===== src/verilog/fts_pkg.sv =====
// shared constants for the fractional transmit frame strobe block
package fts_pkg;
   // framing modes of the port
   typedef enum logic [1:0] {
      FTS_MODE_OFF,
      FTS_MODE_EXT_FRAC,
      FTS_MODE_FLEX_FRAC,
      FTS_MODE_FRAMED
   } fts_mode_t;

   // reference clock choices, index into the synchronised clock vector
   localparam logic [2:0] FTS_CLK_TX_IN = 3'h0;
   localparam logic [2:0] FTS_CLK_TX_LINE = 3'h1;
   localparam logic [2:0] FTS_CLK_TX_OUT = 3'h2;
   localparam logic [2:0] FTS_CLK_RX_OUT = 3'h3;
   localparam logic [2:0] FTS_CLK_RX_LINE = 3'h4;
   localparam int FTS_NUM_CLKS = 5;

   // register byte offsets
   localparam logic [3:0] FTS_REG_CTRL = 4'h0;
   localparam logic [3:0] FTS_REG_STATUS = 4'h4;
   localparam int FTS_ADDR_W = 4;

   // control field positions
   localparam int FTS_CTRL_MODE_LSB = 0;
   localparam int FTS_CTRL_PINS_EN = 2;
   localparam int FTS_CTRL_SOF_FN = 3;
   localparam int FTS_CTRL_FBE_FN = 4;
   localparam int FTS_CTRL_CSEL_LSB = 5;
   localparam int FTS_CTRL_CLK_INV = 8;
   localparam int FTS_CTRL_INV_SOF = 9;
   localparam int FTS_CTRL_INV_FBE = 10;
   localparam int FTS_CTRL_INV_PVAL = 11;
   localparam int FTS_CTRL_INV_PDAT = 12;
   localparam int FTS_CTRL_W = 13;
   localparam logic [FTS_CTRL_W-1:0] FTS_CTRL_RESET = 13'h0000;

   // status field positions
   localparam int FTS_STAT_POS_LSB = 0;
   localparam int FTS_STAT_POS_W = 13;
   localparam int FTS_STAT_UNDERRUN = 13;
   localparam int FTS_STAT_FIFO_EMPTY = 14;

   // strobes lead the bit they announce by this many reference clocks
   localparam int FTS_LEAD = 3;

   // frame shape defaults
   localparam int FTS_FRAME_BITS = 4760;
   localparam int FTS_OH_BITS = 8;
   localparam int FTS_WORD_W = 8;
   localparam int FTS_FIFO_DEPTH = 32;
endpackage : fts_pkg


===== src/verilog/fts_fifo.sv =====
// payload word fifo with registered read data
`timescale 1ns/100ps
module fts_fifo #(
   parameter int WIDTH = 8,
   parameter int DEPTH = 32
) (
   // clock and reset
   input wire logic clk_i,
   input wire logic rst_i,
   // fill side
   input wire logic in_valid_i,
   input wire logic [WIDTH-1:0] in_data_i,
   output logic in_ready_o,
   // drain side
   output logic out_valid_o,
   output logic [WIDTH-1:0] out_data_o,
   input wire logic out_ready_i
);
   localparam int AW = $clog2(DEPTH);

   logic [WIDTH-1:0] mem [DEPTH];
   logic [AW-1:0] wptr, next_wptr, rptr, next_rptr;
   logic [AW:0] count, next_count;
   logic out_valid, next_out_valid;
   logic [WIDTH-1:0] out_data, next_out_data;
   logic push, pop;

   always_comb begin
      push = in_valid_i && (count != DEPTH[AW:0]);
      // output stage reloads whenever it is empty or being taken
      pop = (count != '0) && (!out_valid || out_ready_i);
      next_wptr = push ? wptr + 1'b1 : wptr;
      next_rptr = pop ? rptr + 1'b1 : rptr;
      next_count = count + {{AW{1'b0}}, push} - {{AW{1'b0}}, pop};
      next_out_valid = out_valid;
      next_out_data = out_data;
      if (pop) begin
         next_out_valid = 1'b1;
         next_out_data = mem[rptr];
      end else if (out_ready_i) begin
         next_out_valid = 1'b0;
      end
   end

   always_ff @(posedge clk_i) begin
      if (push) begin
         mem[wptr] <= in_data_i;
      end
      if (rst_i) begin
         wptr <= '0;
         rptr <= '0;
         count <= '0;
         out_valid <= 1'b0;
         out_data <= '0;
         in_ready_o <= 1'b0;
      end else begin
         wptr <= next_wptr;
         rptr <= next_rptr;
         count <= next_count;
         out_valid <= next_out_valid;
         out_data <= next_out_data;
         in_ready_o <= (next_count != DEPTH[AW:0]);
      end
   end

   assign out_valid_o = out_valid;
   assign out_data_o = out_data;
endmodule : fts_fifo


===== src/verilog/fts_tx_strobes.sv =====
// transmit frame strobes and payload serialiser with wishbone control
`timescale 1ns/100ps
// What this block does
// - In external or flexible fractional mode with pins enabled and the function chosen, a start-of-frame strobe is driven.
// - Start-of-frame and frame-bit enable also work in plain framed mode when pins and function are enabled.
// - Start-of-frame is one reference clock wide and comes three reference clocks before the first overhead bit.
// - Frame-bit enable, when chosen, marks which input bit positions carry payload.
// - Frame-bit enable rises three reference clocks before the first payload bit.
// - Frame-bit enable falls three reference clocks before the end of the payload bits.
// - Strobes change on the rising reference edge, or the falling one when the clock is inverted.
// - The reference clock defaults to the transmit clock input and may be any of five clock pins.
// - Each strobe output can be inverted on its own, apart from the edge choice.
// - In flexible fractional mode the payload valid output is high exactly while a payload bit is shown.
module fts_tx_strobes
   import fts_pkg::*;
#(
   parameter int FRAME_BITS = fts_pkg::FTS_FRAME_BITS,
   parameter int OH_BITS = fts_pkg::FTS_OH_BITS,
   parameter int WORD_W = fts_pkg::FTS_WORD_W,
   parameter int FIFO_DEPTH = fts_pkg::FTS_FIFO_DEPTH
) (
   // clock and reset
   input wire logic clk_i,
   input wire logic rst_i,
   // wishbone slave
   input wire logic wb_cyc_i,
   input wire logic wb_stb_i,
   input wire logic wb_we_i,
   input wire logic [fts_pkg::FTS_ADDR_W-1:0] wb_adr_i,
   input wire logic [3:0] wb_sel_i,
   input wire logic [31:0] wb_dat_i,
   output logic [31:0] wb_dat_o,
   output logic wb_ack_o,
   // reference clock pins
   input wire logic tx_clock_in_i,
   input wire logic tx_line_clock_i,
   input wire logic tx_clock_out_i,
   input wire logic rx_clock_out_i,
   input wire logic rx_line_clock_i,
   // payload words from the cell/packet processor
   input wire logic pay_valid_i,
   input wire logic [WORD_W-1:0] pay_data_i,
   output logic pay_ready_o,
   // strobe and payload pins
   output logic tx_frame_start_pulse_o,
   output logic tx_frame_bit_enable_o,
   output logic tx_payload_valid_out_o,
   output logic tx_payload_bit_out_o
);
   import fts_pkg::*;

   localparam int POS_W = FTS_STAT_POS_W;
   localparam int CNT_W = $clog2(WORD_W + 1);
   localparam logic [POS_W-1:0] POS_LAST = POS_W'(FRAME_BITS - 1);
   localparam logic [POS_W-1:0] POS_SOF = POS_W'(FRAME_BITS - FTS_LEAD);
   localparam logic [POS_W-1:0] POS_FBE_RISE = POS_W'(OH_BITS - FTS_LEAD);
   localparam logic [POS_W-1:0] POS_FBE_FALL = POS_W'(FRAME_BITS - FTS_LEAD);
   localparam logic [POS_W-1:0] POS_PAY = POS_W'(OH_BITS);

   // ---------------- wishbone registers ----------------
   logic [FTS_CTRL_W-1:0] ctrl, next_ctrl;
   logic underrun, next_underrun;
   logic ack, next_ack;
   logic [31:0] rdata, next_rdata;
   logic [POS_W-1:0] pos, next_pos;
   logic fifo_empty;
   logic set_underrun;
   logic wr_ctrl, wr_stat;

   fts_mode_t mode;
   logic pins_en, sof_fn, fbe_fn, clk_inv;
   logic inv_sof, inv_fbe, inv_pval, inv_pdat;
   logic [2:0] clk_sel;

   always_comb begin
      mode = fts_mode_t'(ctrl[FTS_CTRL_MODE_LSB +: 2]);
      pins_en = ctrl[FTS_CTRL_PINS_EN];
      sof_fn = ctrl[FTS_CTRL_SOF_FN];
      fbe_fn = ctrl[FTS_CTRL_FBE_FN];
      clk_sel = ctrl[FTS_CTRL_CSEL_LSB +: 3];
      clk_inv = ctrl[FTS_CTRL_CLK_INV];
      inv_sof = ctrl[FTS_CTRL_INV_SOF];
      inv_fbe = ctrl[FTS_CTRL_INV_FBE];
      inv_pval = ctrl[FTS_CTRL_INV_PVAL];
      inv_pdat = ctrl[FTS_CTRL_INV_PDAT];
   end

   always_comb begin
      // one wait state: ack in the cycle after the request is seen
      next_ack = wb_cyc_i && wb_stb_i && !ack;
      wr_ctrl = next_ack && wb_we_i && (wb_adr_i == FTS_REG_CTRL);
      wr_stat = next_ack && wb_we_i && (wb_adr_i == FTS_REG_STATUS);
      next_ctrl = ctrl;
      if (wr_ctrl && wb_sel_i[0]) begin
         next_ctrl[7:0] = wb_dat_i[7:0];
      end
      if (wr_ctrl && wb_sel_i[1]) begin
         next_ctrl[FTS_CTRL_W-1:8] = wb_dat_i[FTS_CTRL_W-1:8];
      end
      // write one clears; a fresh underrun in the same cycle wins
      next_underrun = underrun;
      if (wr_stat && wb_sel_i[1] && wb_dat_i[FTS_STAT_UNDERRUN]) begin
         next_underrun = 1'b0;
      end
      if (set_underrun) begin
         next_underrun = 1'b1;
      end
      next_rdata = 32'h0000_0000;
      if (next_ack && !wb_we_i) begin
         unique case (wb_adr_i)
            FTS_REG_CTRL: next_rdata[FTS_CTRL_W-1:0] = ctrl;
            FTS_REG_STATUS: begin
               next_rdata[FTS_STAT_POS_LSB +: POS_W] = pos;
               next_rdata[FTS_STAT_UNDERRUN] = underrun;
               next_rdata[FTS_STAT_FIFO_EMPTY] = fifo_empty;
            end
            default: next_rdata = 32'h0000_0000;
         endcase
      end
   end

   always_ff @(posedge clk_i) begin
      if (rst_i) begin
         ctrl <= FTS_CTRL_RESET;
         underrun <= 1'b0;
         ack <= 1'b0;
         rdata <= 32'h0000_0000;
      end else begin
         ctrl <= next_ctrl;
         underrun <= next_underrun;
         ack <= next_ack;
         rdata <= next_rdata;
      end
   end

   assign wb_ack_o = ack;
   assign wb_dat_o = rdata;

   // ---------------- reference choice guard ----------------
   // right after a new pin or edge is chosen the edge finder compares
   // samples of two different pins; that one cycle is masked
   logic [3:0] ref_choice, next_ref_choice;
   logic choice_held;

   always_comb begin
      next_ref_choice = {clk_inv, clk_sel};
      choice_held = (ref_choice == {clk_inv, clk_sel});
   end

   always_ff @(posedge clk_i) begin
      if (rst_i) begin
         ref_choice <= '0;
      end else begin
         ref_choice <= next_ref_choice;
      end
   end

   // ---------------- reference clock edge finder ----------------
   logic [FTS_NUM_CLKS-1:0] clk_meta, clk_sync;
   logic ref_prev, next_ref_prev, ref_now, tick;
   logic rise, fall;

   always_comb begin
      ref_now = (int'(clk_sel) < FTS_NUM_CLKS) ? clk_sync[clk_sel] : 1'b0;
      next_ref_prev = ref_now;
      rise = !ref_prev && ref_now;
      fall = ref_prev && !ref_now;
      // a change of choice may still cost one real edge, never adds one
      tick = choice_held && (clk_inv ? fall : rise);
   end

   always_ff @(posedge clk_i) begin
      if (rst_i) begin
         clk_meta <= '0;
         clk_sync <= '0;
         ref_prev <= 1'b0;
      end else begin
         clk_meta <= {rx_line_clock_i, rx_clock_out_i, tx_clock_out_i,
                      tx_line_clock_i, tx_clock_in_i};
         clk_sync <= clk_meta;
         ref_prev <= next_ref_prev;
      end
   end

   // ---------------- frame position and strobes ----------------
   logic strobes_on, pay_on;
   logic sof, next_sof, fbe, next_fbe;
   logic fbe_level;

   always_comb begin
      strobes_on = pins_en && (mode != FTS_MODE_OFF);
      pay_on = pins_en && (mode == FTS_MODE_FLEX_FRAC);
      next_pos = pos;
      if (!strobes_on) begin
         next_pos = '0;
      end else if (tick) begin
         next_pos = (pos == POS_LAST) ? '0 : pos + 1'b1;
      end
      // position p means the bit at p is shown at this tick; strobes announce the bit lead ticks ahead
      fbe_level = (pos >= POS_FBE_RISE) && (pos < POS_FBE_FALL);
      next_sof = sof;
      next_fbe = fbe;
      if (!strobes_on) begin
         next_sof = inv_sof;
         next_fbe = inv_fbe;
      end else if (tick) begin
         next_sof = ((pos == POS_SOF) && sof_fn) ^ inv_sof;
         next_fbe = (fbe_level && fbe_fn) ^ inv_fbe;
      end
   end

   always_ff @(posedge clk_i) begin
      if (rst_i) begin
         pos <= '0;
         sof <= 1'b0;
         fbe <= 1'b0;
      end else begin
         pos <= next_pos;
         sof <= next_sof;
         fbe <= next_fbe;
      end
   end

   assign tx_frame_start_pulse_o = sof;
   assign tx_frame_bit_enable_o = fbe;

   // ---------------- payload serialiser ----------------
   logic fifo_valid, fifo_ready;
   logic [WORD_W-1:0] fifo_data;
   logic [WORD_W-1:0] shreg, next_shreg;
   logic [CNT_W-1:0] bits_left, next_bits_left;
   logic pval, next_pval, pdat, next_pdat;
   logic pay_slot;

   fts_fifo #(
      .WIDTH(WORD_W),
      .DEPTH(FIFO_DEPTH)
   ) i_fts_fifo (
      .clk_i(clk_i),
      .rst_i(rst_i),
      .in_valid_i(pay_valid_i),
      .in_data_i(pay_data_i),
      .in_ready_o(pay_ready_o),
      .out_valid_o(fifo_valid),
      .out_data_o(fifo_data),
      .out_ready_i(fifo_ready)
   );

   always_comb begin
      fifo_empty = !fifo_valid;
      pay_slot = pay_on && tick && (pos >= POS_PAY);
      // refill only between payload slots so a bit is never skipped
      fifo_ready = (bits_left == '0) && !pay_slot;
      next_shreg = shreg;
      next_bits_left = bits_left;
      next_pval = pval;
      next_pdat = pdat;
      set_underrun = 1'b0;
      if (fifo_ready && fifo_valid) begin
         next_shreg = fifo_data;
         next_bits_left = CNT_W'(WORD_W);
      end
      if (!pay_on) begin
         next_pval = inv_pval;
         next_pdat = inv_pdat;
      end else if (tick) begin
         next_pval = inv_pval;
         if (pay_slot && bits_left != '0) begin
            // msb first, valid marks exactly this bit period
            next_pval = !inv_pval;
            next_pdat = shreg[WORD_W-1] ^ inv_pdat;
            next_shreg = {shreg[WORD_W-2:0], 1'b0};
            next_bits_left = bits_left - 1'b1;
         end else if (pay_slot) begin
            set_underrun = 1'b1;
         end
      end
   end

   always_ff @(posedge clk_i) begin
      if (rst_i) begin
         shreg <= '0;
         bits_left <= '0;
         pval <= 1'b0;
         pdat <= 1'b0;
      end else begin
         shreg <= next_shreg;
         bits_left <= next_bits_left;
         pval <= next_pval;
         pdat <= next_pdat;
      end
   end

   assign tx_payload_valid_out_o = pval;
   assign tx_payload_bit_out_o = pdat;
endmodule : fts_tx_strobes


===== config.mk =====
export PLATFORM = sky130hd
export DESIGN_NAME = fts_tx_strobes
export DESIGN_NICKNAME = d
export VERILOG_FILES = /design/src/verilog/fts_pkg.sv /design/src/verilog/fts_fifo.sv /design/src/verilog/fts_tx_strobes.sv
export SDC_FILE = /design/constraint.sdc
export NUM_CORES = 1
export LEC_CHECK = 0
export ABC_AREA = 1
export BUFFER_PORTS_ARGS = -buffer_cell sky130_fd_sc_hd__buf_4
export CORE_MARGIN = 10
export CORE_UTILIZATION = 54
export DETAILED_ROUTE_END_ITERATION = 8
export GPL_ROUTABILITY_DRIVEN = 0
export PLACE_DENSITY_LB_ADDON = 0.15
export RECOVER_POWER = 100
export SLEW_MARGIN = 15
export SYNTH_ARGS = -nofsm -noshare
export SYNTH_HDL_FRONTEND = slang
export SYNTH_SLANG_ARGS = --single-unit

===== constraint.sdc =====
create_clock -name clk_i -period 2.9 [get_ports clk_i]
set_input_delay 0.145 -clock clk_i [delete_from_list [all_inputs] [get_ports clk_i]]
set_output_delay 0.145 -clock clk_i [all_outputs]
set_load 0.05 [all_outputs]

==> metrics.txt, run 1 <==
power density over cell area=between 800 and 900 nW/µm²; IO Pins=97; data required time at the worst endpoint=3.29 ns; clock period minus worst slack=2.90 ns; Max Transition Viols Final=264; most area-consuming cells after synthesis=sky130_fd_sc_hd__edfxtp_1, sky130_fd_sc_hd__dfxtp_1, sky130_fd_sc_hd__nor2_1; final global-route overflow total=0; summed instance area of the synthesized netlist=14,800 µm²; number of antenna violations at the first check in global routing=0; share of flip-flops with an asynchronous set or reset after synthesis=0%; total CTS buffers=38; number of cell rows=60; floorplan die area=34,400 µm²; yosys synthesis warning count=0; Ant. Diodes=0; mean cell area of the mapped netlist=10.7 µm²; HPWL after DPL=22,100 µm; register clock-pin slew on the reported worst setup and hold paths=0.06 ns; register bit count reported by yosys=~360; main combinational cell family by area after synthesis=simple AND/OR/NAND/NOR gates; area share of the largest cell type after synthesis=between 50% and 60%; Max VDD drop=between 0.0006 and 0.0007 V; DRT iter0 DRCs=1,211; root buffer selected by CTS=sky130_fd_sc_hd__clkbuf_16; number of sinks on the clock net=356; setup clock skew after layout=0.0331 ns; area overhead of the layout relative to synthesis=17.2%; relative slew slack=-18.5%; global-route wire length before repair=~56,000 µm; Cells on Worst Hold Path=2; slew of the pin with the lowest slew margin=1.78 ns; detailed-router iteration count before antenna repair=6; unrepaired setup endpoints after global routing=true; worst-case setup slack after placement=-0.0187 ns; antenna violation net count after detailed routing=0; number of maximum-capacitance constraint violations=8; combined global-route utilization of all metal layers=around 21%; crit start category=flip-flop; number of enable-type register cells in the synthesized netlist=256; final instance count without filler cells=between 1,500 and 2,000; CP arrival=~3.3 ns; crit path capture type=flip-flop; Primary FF master, synth=sky130_fd_sc_hd__edfxtp_1; final layout net count=1,584; classification of the worst setup path=reg2reg; multiplexer fraction of the synthesized cell area=0%; utilization after layout=64.3%; area of all placed cells without fillers=17,300 µm²; number of cells on the worst reg-to-reg path=22; total instance count after detailed placement=about 1,800; Die Y-Extent=~190 µm; maximum number of pins on one net before global-route repair=approximately 130; most used standard cell by instance count after synthesis=sky130_fd_sc_hd__edfxtp_1; most area-hungry cell type in the Yosys netlist=sky130_fd_sc_hd__edfxtp_1; input/output buffers=59; distinct cell type count after synthesis=46; clock tree from TritonCTS=done; sequential-to-total area share from yosys stat=65.5%; xor/xnor cell area share of the yosys netlist=0.829%; period utilisation layout=99.9%; Placed Instance Area=15,800 µm²; slack of the worst reg-to-reg path=0.004 ns; top fanout value on the critical path=4; f_max=roughly 350 MHz; Static Leakage=6.25 nW; share of synthesized cell area in and, or, nand and nor gates=15.1%; core area=27,000 µm²; reg-to-reg critical path endpoint=i_fts_fifo.count[4]$_SDFF_PP0_; fraction of the mapped netlist area in adder cells=1.74%; routed wire length per instance=19.1 µm; endpoint with the worst hold slack=clk_sync[4]$_SDFF_PP0_; Hold Startpoint=rst_i; proportion of layout cells with a drive suffix above 1=14.5%; count of final setup violators=0; maximum number of buffers from clock root to sink=3; status=complete, but fails checks; via count of the first global-routing pass=10,200; remaining routing DRC violations=0; insertion delay to the later sink of the worst-skew pair=0.53 ns; initial core utilization=54.9%; post-layout worst setup margin=0.00361 ns; routed vias=10,600; Total Wirelength=roughly 36,000 µm; share of the synthesized area in compound gates (AO/OA/AOI/OAI)=about 11%; class of the most critical hold timing path=in2reg; H-tree lvl count=2; failing checks=capacitance limit, slew limit; synth cell count leaders=sky130_fd_sc_hd__edfxtp_1, sky130_fd_sc_hd__nor2_1, sky130_fd_sc_hd__o21ai_0, sky130_fd_sc_hd__nand2_1, sky130_fd_sc_hd__dfxtp_1; Final Hold Violating Endpoints=0; Die W=185 µm; post-synthesis cell count=1,384; Critical R2R Launch=ctrl[5]$_SDFFE_PP0P_; Via density=5.64
## kinds of logic (layout without fill, tap and decap cells)
group | after synthesis | in the layout
AO/OA/AOI/OAI | 299 | 299
other | 1 | 17
flip-flops | 356 | 356
XOR/XNOR | 14 | 14
buffers and inverters | 182 | 314
adder cells (fa/ha/maj) | 20 | 20
AND/OR/NAND/NOR | 512 | 512
## timing repair
item / in CTS / in global routing
hold endpoints to repair: 20 / 0
hold buffers: 22 / 0
setup buffers: 1 / 5
pin swaps: 6 / 12
gates resized for setup: 1 / 16
endpoints found under the setup margin: 1 / 2
## per-stage QoR
stage | hold slack [ns] | power [mW] | TNS (ns)
detailed placement | 0.353 | 9.40 | -0.0187
global placement | 0.345 | 9.33 | 0
global route | 0.0567 | 14.8 | -0.283
CTS | 0.0324 | 14.1 | 0
finish | 0.0461 | 14.1 | 0
floorplan | 0.244 | 8.35 | -0.0209
## cell type report
cell class,count,area [µm²]
Fill cell,2087,9620
Inverter,100,385
Clock buffer,58,1120
Timing Repair Buffer,147,1170
Sequential cell,356,9700
Clock inverter,9,105
Tap cell,341,427
Multi-Input combinational cell,862,4430
## sequential cells by signal (all words and copies together), names as in the netlist, 6 cells and up
signal,cells
i_fts_fifo.out_data_o,8
shreg,8
i_fts_fifo.mem,256
ctrl,13
wb_dat_o,15
i_fts_fifo.count,6
pos,13
## power by group
| part | switching (mW) | internal (mW) | total (mW) | leakage (nW) |
|---|---|---|---|---|
| combinational | 2.42 | 1.22 | 3.64 | 2.53 |
| clock | 1.92 | 2.77 | 4.69 | 0.596 |
| sequential | 0.111 | 5.66 | 5.77 | 3.12 |
## how the worst max path moves through the flow
stage	startpoint	endpoint	slack, ns	depth (start not counted)
after CTS	ctrl[5]$_SDFFE_PP0P_	i_fts_fifo.in_ready_o$_SDFF_PP0_	0.001	22
after global placement	ctrl[5]$_SDFFE_PP0P_	i_fts_fifo.in_ready_o$_SDFF_PP0_	0.06	22
after floorplan	ctrl[5]$_SDFFE_PP0P_	i_fts_fifo.in_ready_o$_SDFF_PP0_	-0.02	23
after global routing	ctrl[5]$_SDFFE_PP0P_	i_fts_fifo.count[4]$_SDFF_PP0_	-0.16	23
after detailed placement	ctrl[5]$_SDFFE_PP0P_	i_fts_fifo.in_ready_o$_SDFF_PP0_	-0.02	22
final	ctrl[5]$_SDFFE_PP0P_	i_fts_fifo.count[4]$_SDFF_PP0_	0.004	22
## routing by layer
metal | global-route usage (%) | vias up | share of wire, %
li1 | - | 5068 | -
met1 | 28.8 | 5075 | 44
met2 | 32.9 | 377 | 47
met3 | 3.88 | 45 | 7.9
met4 | 5.53 | 0 | 1.8
met5 | 0 | - | 0
## critical path, cell delays in order (launching register included)
cell and delay [ns]:
sky130_fd_sc_hd__dfxtp_4 0.37, sky130_fd_sc_hd__nand2_1 0.10, sky130_fd_sc_hd__nand3_2 0.09, sky130_fd_sc_hd__nand2_2 0.07, sky130_fd_sc_hd__nand2_2 0.07, sky130_fd_sc_hd__nand2_2 0.06, sky130_fd_sc_hd__nand2_2 0.06, sky130_fd_sc_hd__nand2_4 0.07
sky130_fd_sc_hd__nand4_4 0.11, sky130_fd_sc_hd__nand2_4 0.11, sky130_fd_sc_hd__nand2_4 0.06, sky130_fd_sc_hd__nand2_4 0.07, sky130_fd_sc_hd__inv_4 0.04, sky130_fd_sc_hd__ha_4 0.25, sky130_fd_sc_hd__inv_2 0.04, sky130_fd_sc_hd__ha_4 0.15
sky130_fd_sc_hd__fa_2 0.37, sky130_fd_sc_hd__a21oi_2 0.13, sky130_fd_sc_hd__nor2_1 0.05, sky130_fd_sc_hd__nor2_1 0.13, sky130_fd_sc_hd__xor2_1 0.19, sky130_fd_sc_hd__buf_4 0.13, sky130_fd_sc_hd__nor2_1 0.04
## cells in the final DEF, fill, tap and decap left out, drive strengths merged, types with 3 or more instances in the layout
| cell type | netlist | layout |
|---|---|---|
| nand2 | 143 | 143 |
| ha | 19 | 19 |
| conb | 1 | 17 |
| nor4 | 4 | 4 |
| dfxtp | 100 | 100 |
| edfxtp | 256 | 256 |
| o211ai | 24 | 24 |
| clkbuf | 45 | 71 |
| nor2 | 257 | 257 |
| nand4 | 22 | 22 |
| a21oi | 44 | 44 |
| o221ai | 8 | 8 |
| xor2 | 13 | 13 |
| nor3 | 15 | 15 |
| o22ai | 50 | 50 |
| buf | 37 | 112 |
| o21ai | 165 | 165 |
| nand3 | 67 | 67 |
| inv | 95 | 95 |
| dlygate4sd3 | 0 | 22 |
| nand3b | 3 | 3 |
| clkinv | 5 | 12 |
No activity file was read; power rests on OpenSTA's default activity.
==> inputs of run 2 (changes only) <==
--- a/config.mk
+++ b/config.mk
@@ -8,12 +8,14 @@
 export ABC_AREA = 1
 export BUFFER_PORTS_ARGS = -buffer_cell sky130_fd_sc_hd__buf_4
 export CORE_MARGIN = 10
-export CORE_UTILIZATION = 54
+export CORE_UTILIZATION = 57
+export CTS_BUF_LIST = sky130_fd_sc_hd__clkbuf_8
 export DETAILED_ROUTE_END_ITERATION = 8
 export GPL_ROUTABILITY_DRIVEN = 0
 export PLACE_DENSITY_LB_ADDON = 0.15
-export RECOVER_POWER = 100
+export RECOVER_POWER = 25
 export SLEW_MARGIN = 15
 export SYNTH_ARGS = -nofsm -noshare
 export SYNTH_HDL_FRONTEND = slang
+export SYNTH_HIERARCHICAL = 1
 export SYNTH_SLANG_ARGS = --single-unit
==> metrics.txt, run 2 <==
status=complete, but fails checks; failing checks=capacitance limit, slew limit, setup timing; Clock Power Share=29.9%; count of final setup violators=1; detailed-router iteration count before antenna repair=5; insertion delay to the later sink of the worst-skew pair=0.59 ns; routed vias=between 10,000 and 15,000; classification of the worst setup path=reg2reg; crit path capture type=flip-flop; Max VDD drop=0.000529 V; power density over cell area=726 nW/µm²; final layout net count=between 1,500 and 2,000; Seq pwr share=a little over two fifths; mean cell area of the mapped netlist=about 9.4 µm²; IO Pins=97; register bit count reported by yosys=356; most area-hungry cell type in the Yosys netlist=sky130_fd_sc_hd__edfxtp_1; maximum number of buffers from clock root to sink=3; internal power summed over all cells=between 8 and 9 mW; unrepaired setup endpoints after global routing=true; number of cell rows=60; number of antenna violations at the first check in global routing=1; combined global-route utilization of all metal layers=between 20 and 25%; area overhead of the layout relative to synthesis=16.3%; top fanout value on the critical path=7; crit start category=flip-flop; HPWL after DPL=22,900 µm; Die W=between 150 and 200 µm; clock period minus worst slack=roughly 2.9 ns; total instance count after detailed placement=2,045; yosys synthesis warning count=6; number of enable-type register cells in the synthesized netlist=around 260; most area-consuming cells after synthesis=sky130_fd_sc_hd__edfxtp_1, sky130_fd_sc_hd__dfxtp_1, sky130_fd_sc_hd__nand2_1; total CTS buffers=56; routed wire length per instance=16.8 µm; Max Transition Viols Final=198; most used standard cell by instance count after synthesis=sky130_fd_sc_hd__nand2_1; Cells on Worst Hold Path=3; core area=26,900 µm²; class of the most critical hold timing path=in2reg; synth cell count leaders=sky130_fd_sc_hd__nand2_1, sky130_fd_sc_hd__edfxtp_1, sky130_fd_sc_hd__inv_1, sky130_fd_sc_hd__nand3_1, sky130_fd_sc_hd__nor2_1; floorplan die area=34,200 µm²; clock tree from TritonCTS=done; summed instance area of the synthesized netlist=between 15,000 and 20,000 µm²; Final Hold Violating Endpoints=0; relative contribution of combinational cells to total power=between 20% and 30%; post-synthesis cell count=~1,700; input/output buffers=59; number of sinks on the clock net=356; number of maximum-capacitance constraint violations=6; most frequent standard cell in the layout excluding fill and tap cells=sky130_fd_sc_hd__nand2_1; antenna violation net count after detailed routing=0; relative slew slack=-25.5%; most frequent cells in the layout=sky130_fd_sc_hd__nand2_1, sky130_fd_sc_hd__edfxtp_1, sky130_fd_sc_hd__inv_1, sky130_fd_sc_hd__nand3_1, sky130_fd_sc_hd__nor2_1; final global-route overflow total=0; proportion of layout cells with a drive suffix above 1=about an eighth; area share of the largest cell type after synthesis=49.5%; maximum number of pins on one net before global-route repair=74; H-tree lvl count=2; Sw Share=between 30% and 40%; share of flip-flops with an asynchronous set or reset after synthesis=0%; setup clock skew after layout=0.0398 ns; Net Sw Power=about 4.3 mW; Die Y-Extent=around 190 µm; Static Leakage=7.59 nW; root buffer selected by CTS=sky130_fd_sc_hd__clkbuf_8; area of all placed cells without fillers=18,100 µm²; global-route wire length before repair=a little under 60,000 µm; CP arrival=3.44 ns; initial core utilization=between 50% and 60%; Total Wirelength=37,000 µm; slew of the pin with the lowest slew margin=1.88 ns; Via density=5.31; DRT iter0 DRCs=1,071; register clock-pin slew on the reported worst setup and hold paths=0.06 ns; distinct cell type count after synthesis=39; final instance count without filler cells=2,200; register bank with the most flops=i_fts_fifo/mem; Placed Instance Area=around 16,000 µm²; max reg flops=256; number of cells on the worst reg-to-reg path=25; post-layout worst setup margin=-0.0189 ns; Primary FF master, synth=sky130_fd_sc_hd__edfxtp_1; period utilisation layout=101%; via count of the first global-routing pass=11,500; sequential-to-total area share from yosys stat=62.4%; data required time at the worst endpoint=roughly 3.4 ns; remaining routing DRC violations=0; f_max=343 MHz
## run 2: cell families (layout without fill, tap and decap cells)
kind of cell | Yosys count | count (layout) | synth area share [%]
buffers and inverters | 302 | 490 | 8.34
xor gates and xnor gates | 12 | 12 | 0.677
other | 1 | 18 | 0.0242
adders and majority gates | 20 | 20 | 1.66
DFF | 356 | 356 | 62.4
and+or+nand+nor | 844 | 844 | 22.9
AOI/OAI and AO/OA | 119 | 119 | 3.99
## run 2: critical path, cell delays in order, from the launching register on
cell                      delay [ns]
sky130_fd_sc_hd__dfxtp_4        0.37
sky130_fd_sc_hd__inv_6          0.05
sky130_fd_sc_hd__nand2_2        0.05
sky130_fd_sc_hd__nand3_2        0.07
sky130_fd_sc_hd__nand2_2        0.09
sky130_fd_sc_hd__nand2_2        0.07
sky130_fd_sc_hd__nand2_1        0.08
sky130_fd_sc_hd__nand2_1        0.06
sky130_fd_sc_hd__nand2_2        0.09
sky130_fd_sc_hd__nand4_4        0.09
sky130_fd_sc_hd__nand2_1        0.08
sky130_fd_sc_hd__inv_1          0.04
sky130_fd_sc_hd__inv_1          0.06
sky130_fd_sc_hd__nand2_2        0.06
sky130_fd_sc_hd__nand2_2        0.08
sky130_fd_sc_hd__inv_2          0.05
sky130_fd_sc_hd__ha_4           0.25
sky130_fd_sc_hd__inv_2          0.04
sky130_fd_sc_hd__ha_4           0.16
sky130_fd_sc_hd__fa_2           0.37
sky130_fd_sc_hd__nand3_2        0.07
sky130_fd_sc_hd__nand2_2        0.06
sky130_fd_sc_hd__xor2_2         0.18
sky130_fd_sc_hd__buf_4          0.13
sky130_fd_sc_hd__buf_4          0.12
sky130_fd_sc_hd__nor2_2         0.08
## run 2: worst paths after layout
kind | to | slack [ns] | startpoint
worst max-delay path | i_fts_fifo/count[4]$_SDFF_PP0_ | -0.02 | ctrl[5]$_SDFFE_PP0P_
worst min-delay path | i_fts_fifo/wptr[1]$_SDFFE_PP0P_ | 0.04 | pay_valid_i
worst max register to register | i_fts_fifo/count[4]$_SDFF_PP0_ | -0.02 | ctrl[5]$_SDFFE_PP0P_
worst min register to register | clk_sync[4]$_SDFF_PP0_ | 0.42 | clk_meta[4]$_SDFF_PP0_
## run 2: metal layers
metal / track usage, % / up-vias / wire (µm)
met1: 27.7 / 5447 / 15400
met2: 35.8 / 434 / 17800
met3: 3.47 / 109 / 2620
li1: - / 5682 / -
met5: 0 / - / 0
met4: 8.16 / 0 / 1180
## run 2: layout make-up
type	instances	area [µm²]
diodes	1	2.50
clock buffers	65	895
clock inverters	40	173
fillers	2116	8820
inverters	216	817
multi-input cells	1012	4680
flip-flops and latches	356	9700
well taps	341	427
repair buffers	169	1360
## run 2: through the flow
stage	TNS, ns	utilization (%)	power, mW	hold WS, ns	setup slack (ns)
after floorplan	-0.0349	-	8.28	0.244	-0.0349
after global placement	0	61.3	9.03	0.348	0.0876
after detailed placement	-0.0186	61.3	9.10	0.356	-0.0186
after CTS	0	66.9	13.1	0.000142	0.0199
after global routing	-0.410	67.2	13.9	0.0669	-0.206
final	-0.0189	67.2	13.1	0.0421	-0.0189
## run 2: power by group through the flow
stage / sequential [mW] / clock, mW / combinational (mW)
6_report: 5.76 / 3.92 / 3.44
5_1_grt: 5.78 / 4.25 / 3.87
4_1_cts: 5.76 / 4.00 / 3.33
3_5_place_dp: 5.86 / 0 / 3.23
3_3_place_gp: 5.86 / 0 / 3.17
2_1_floorplan: 5.85 / 0 / 2.43
## run 2: what timing repair did
item | CTS | global route
hold endpoints to repair | 166 | 0
buffers inserted | 1 | 6
pin swaps | 2 | 11
gates cloned | 0 | 0
setup endpoints to repair | 1 | 2
hold buffers | 42 | 0
gates resized for setup | 0 | 17
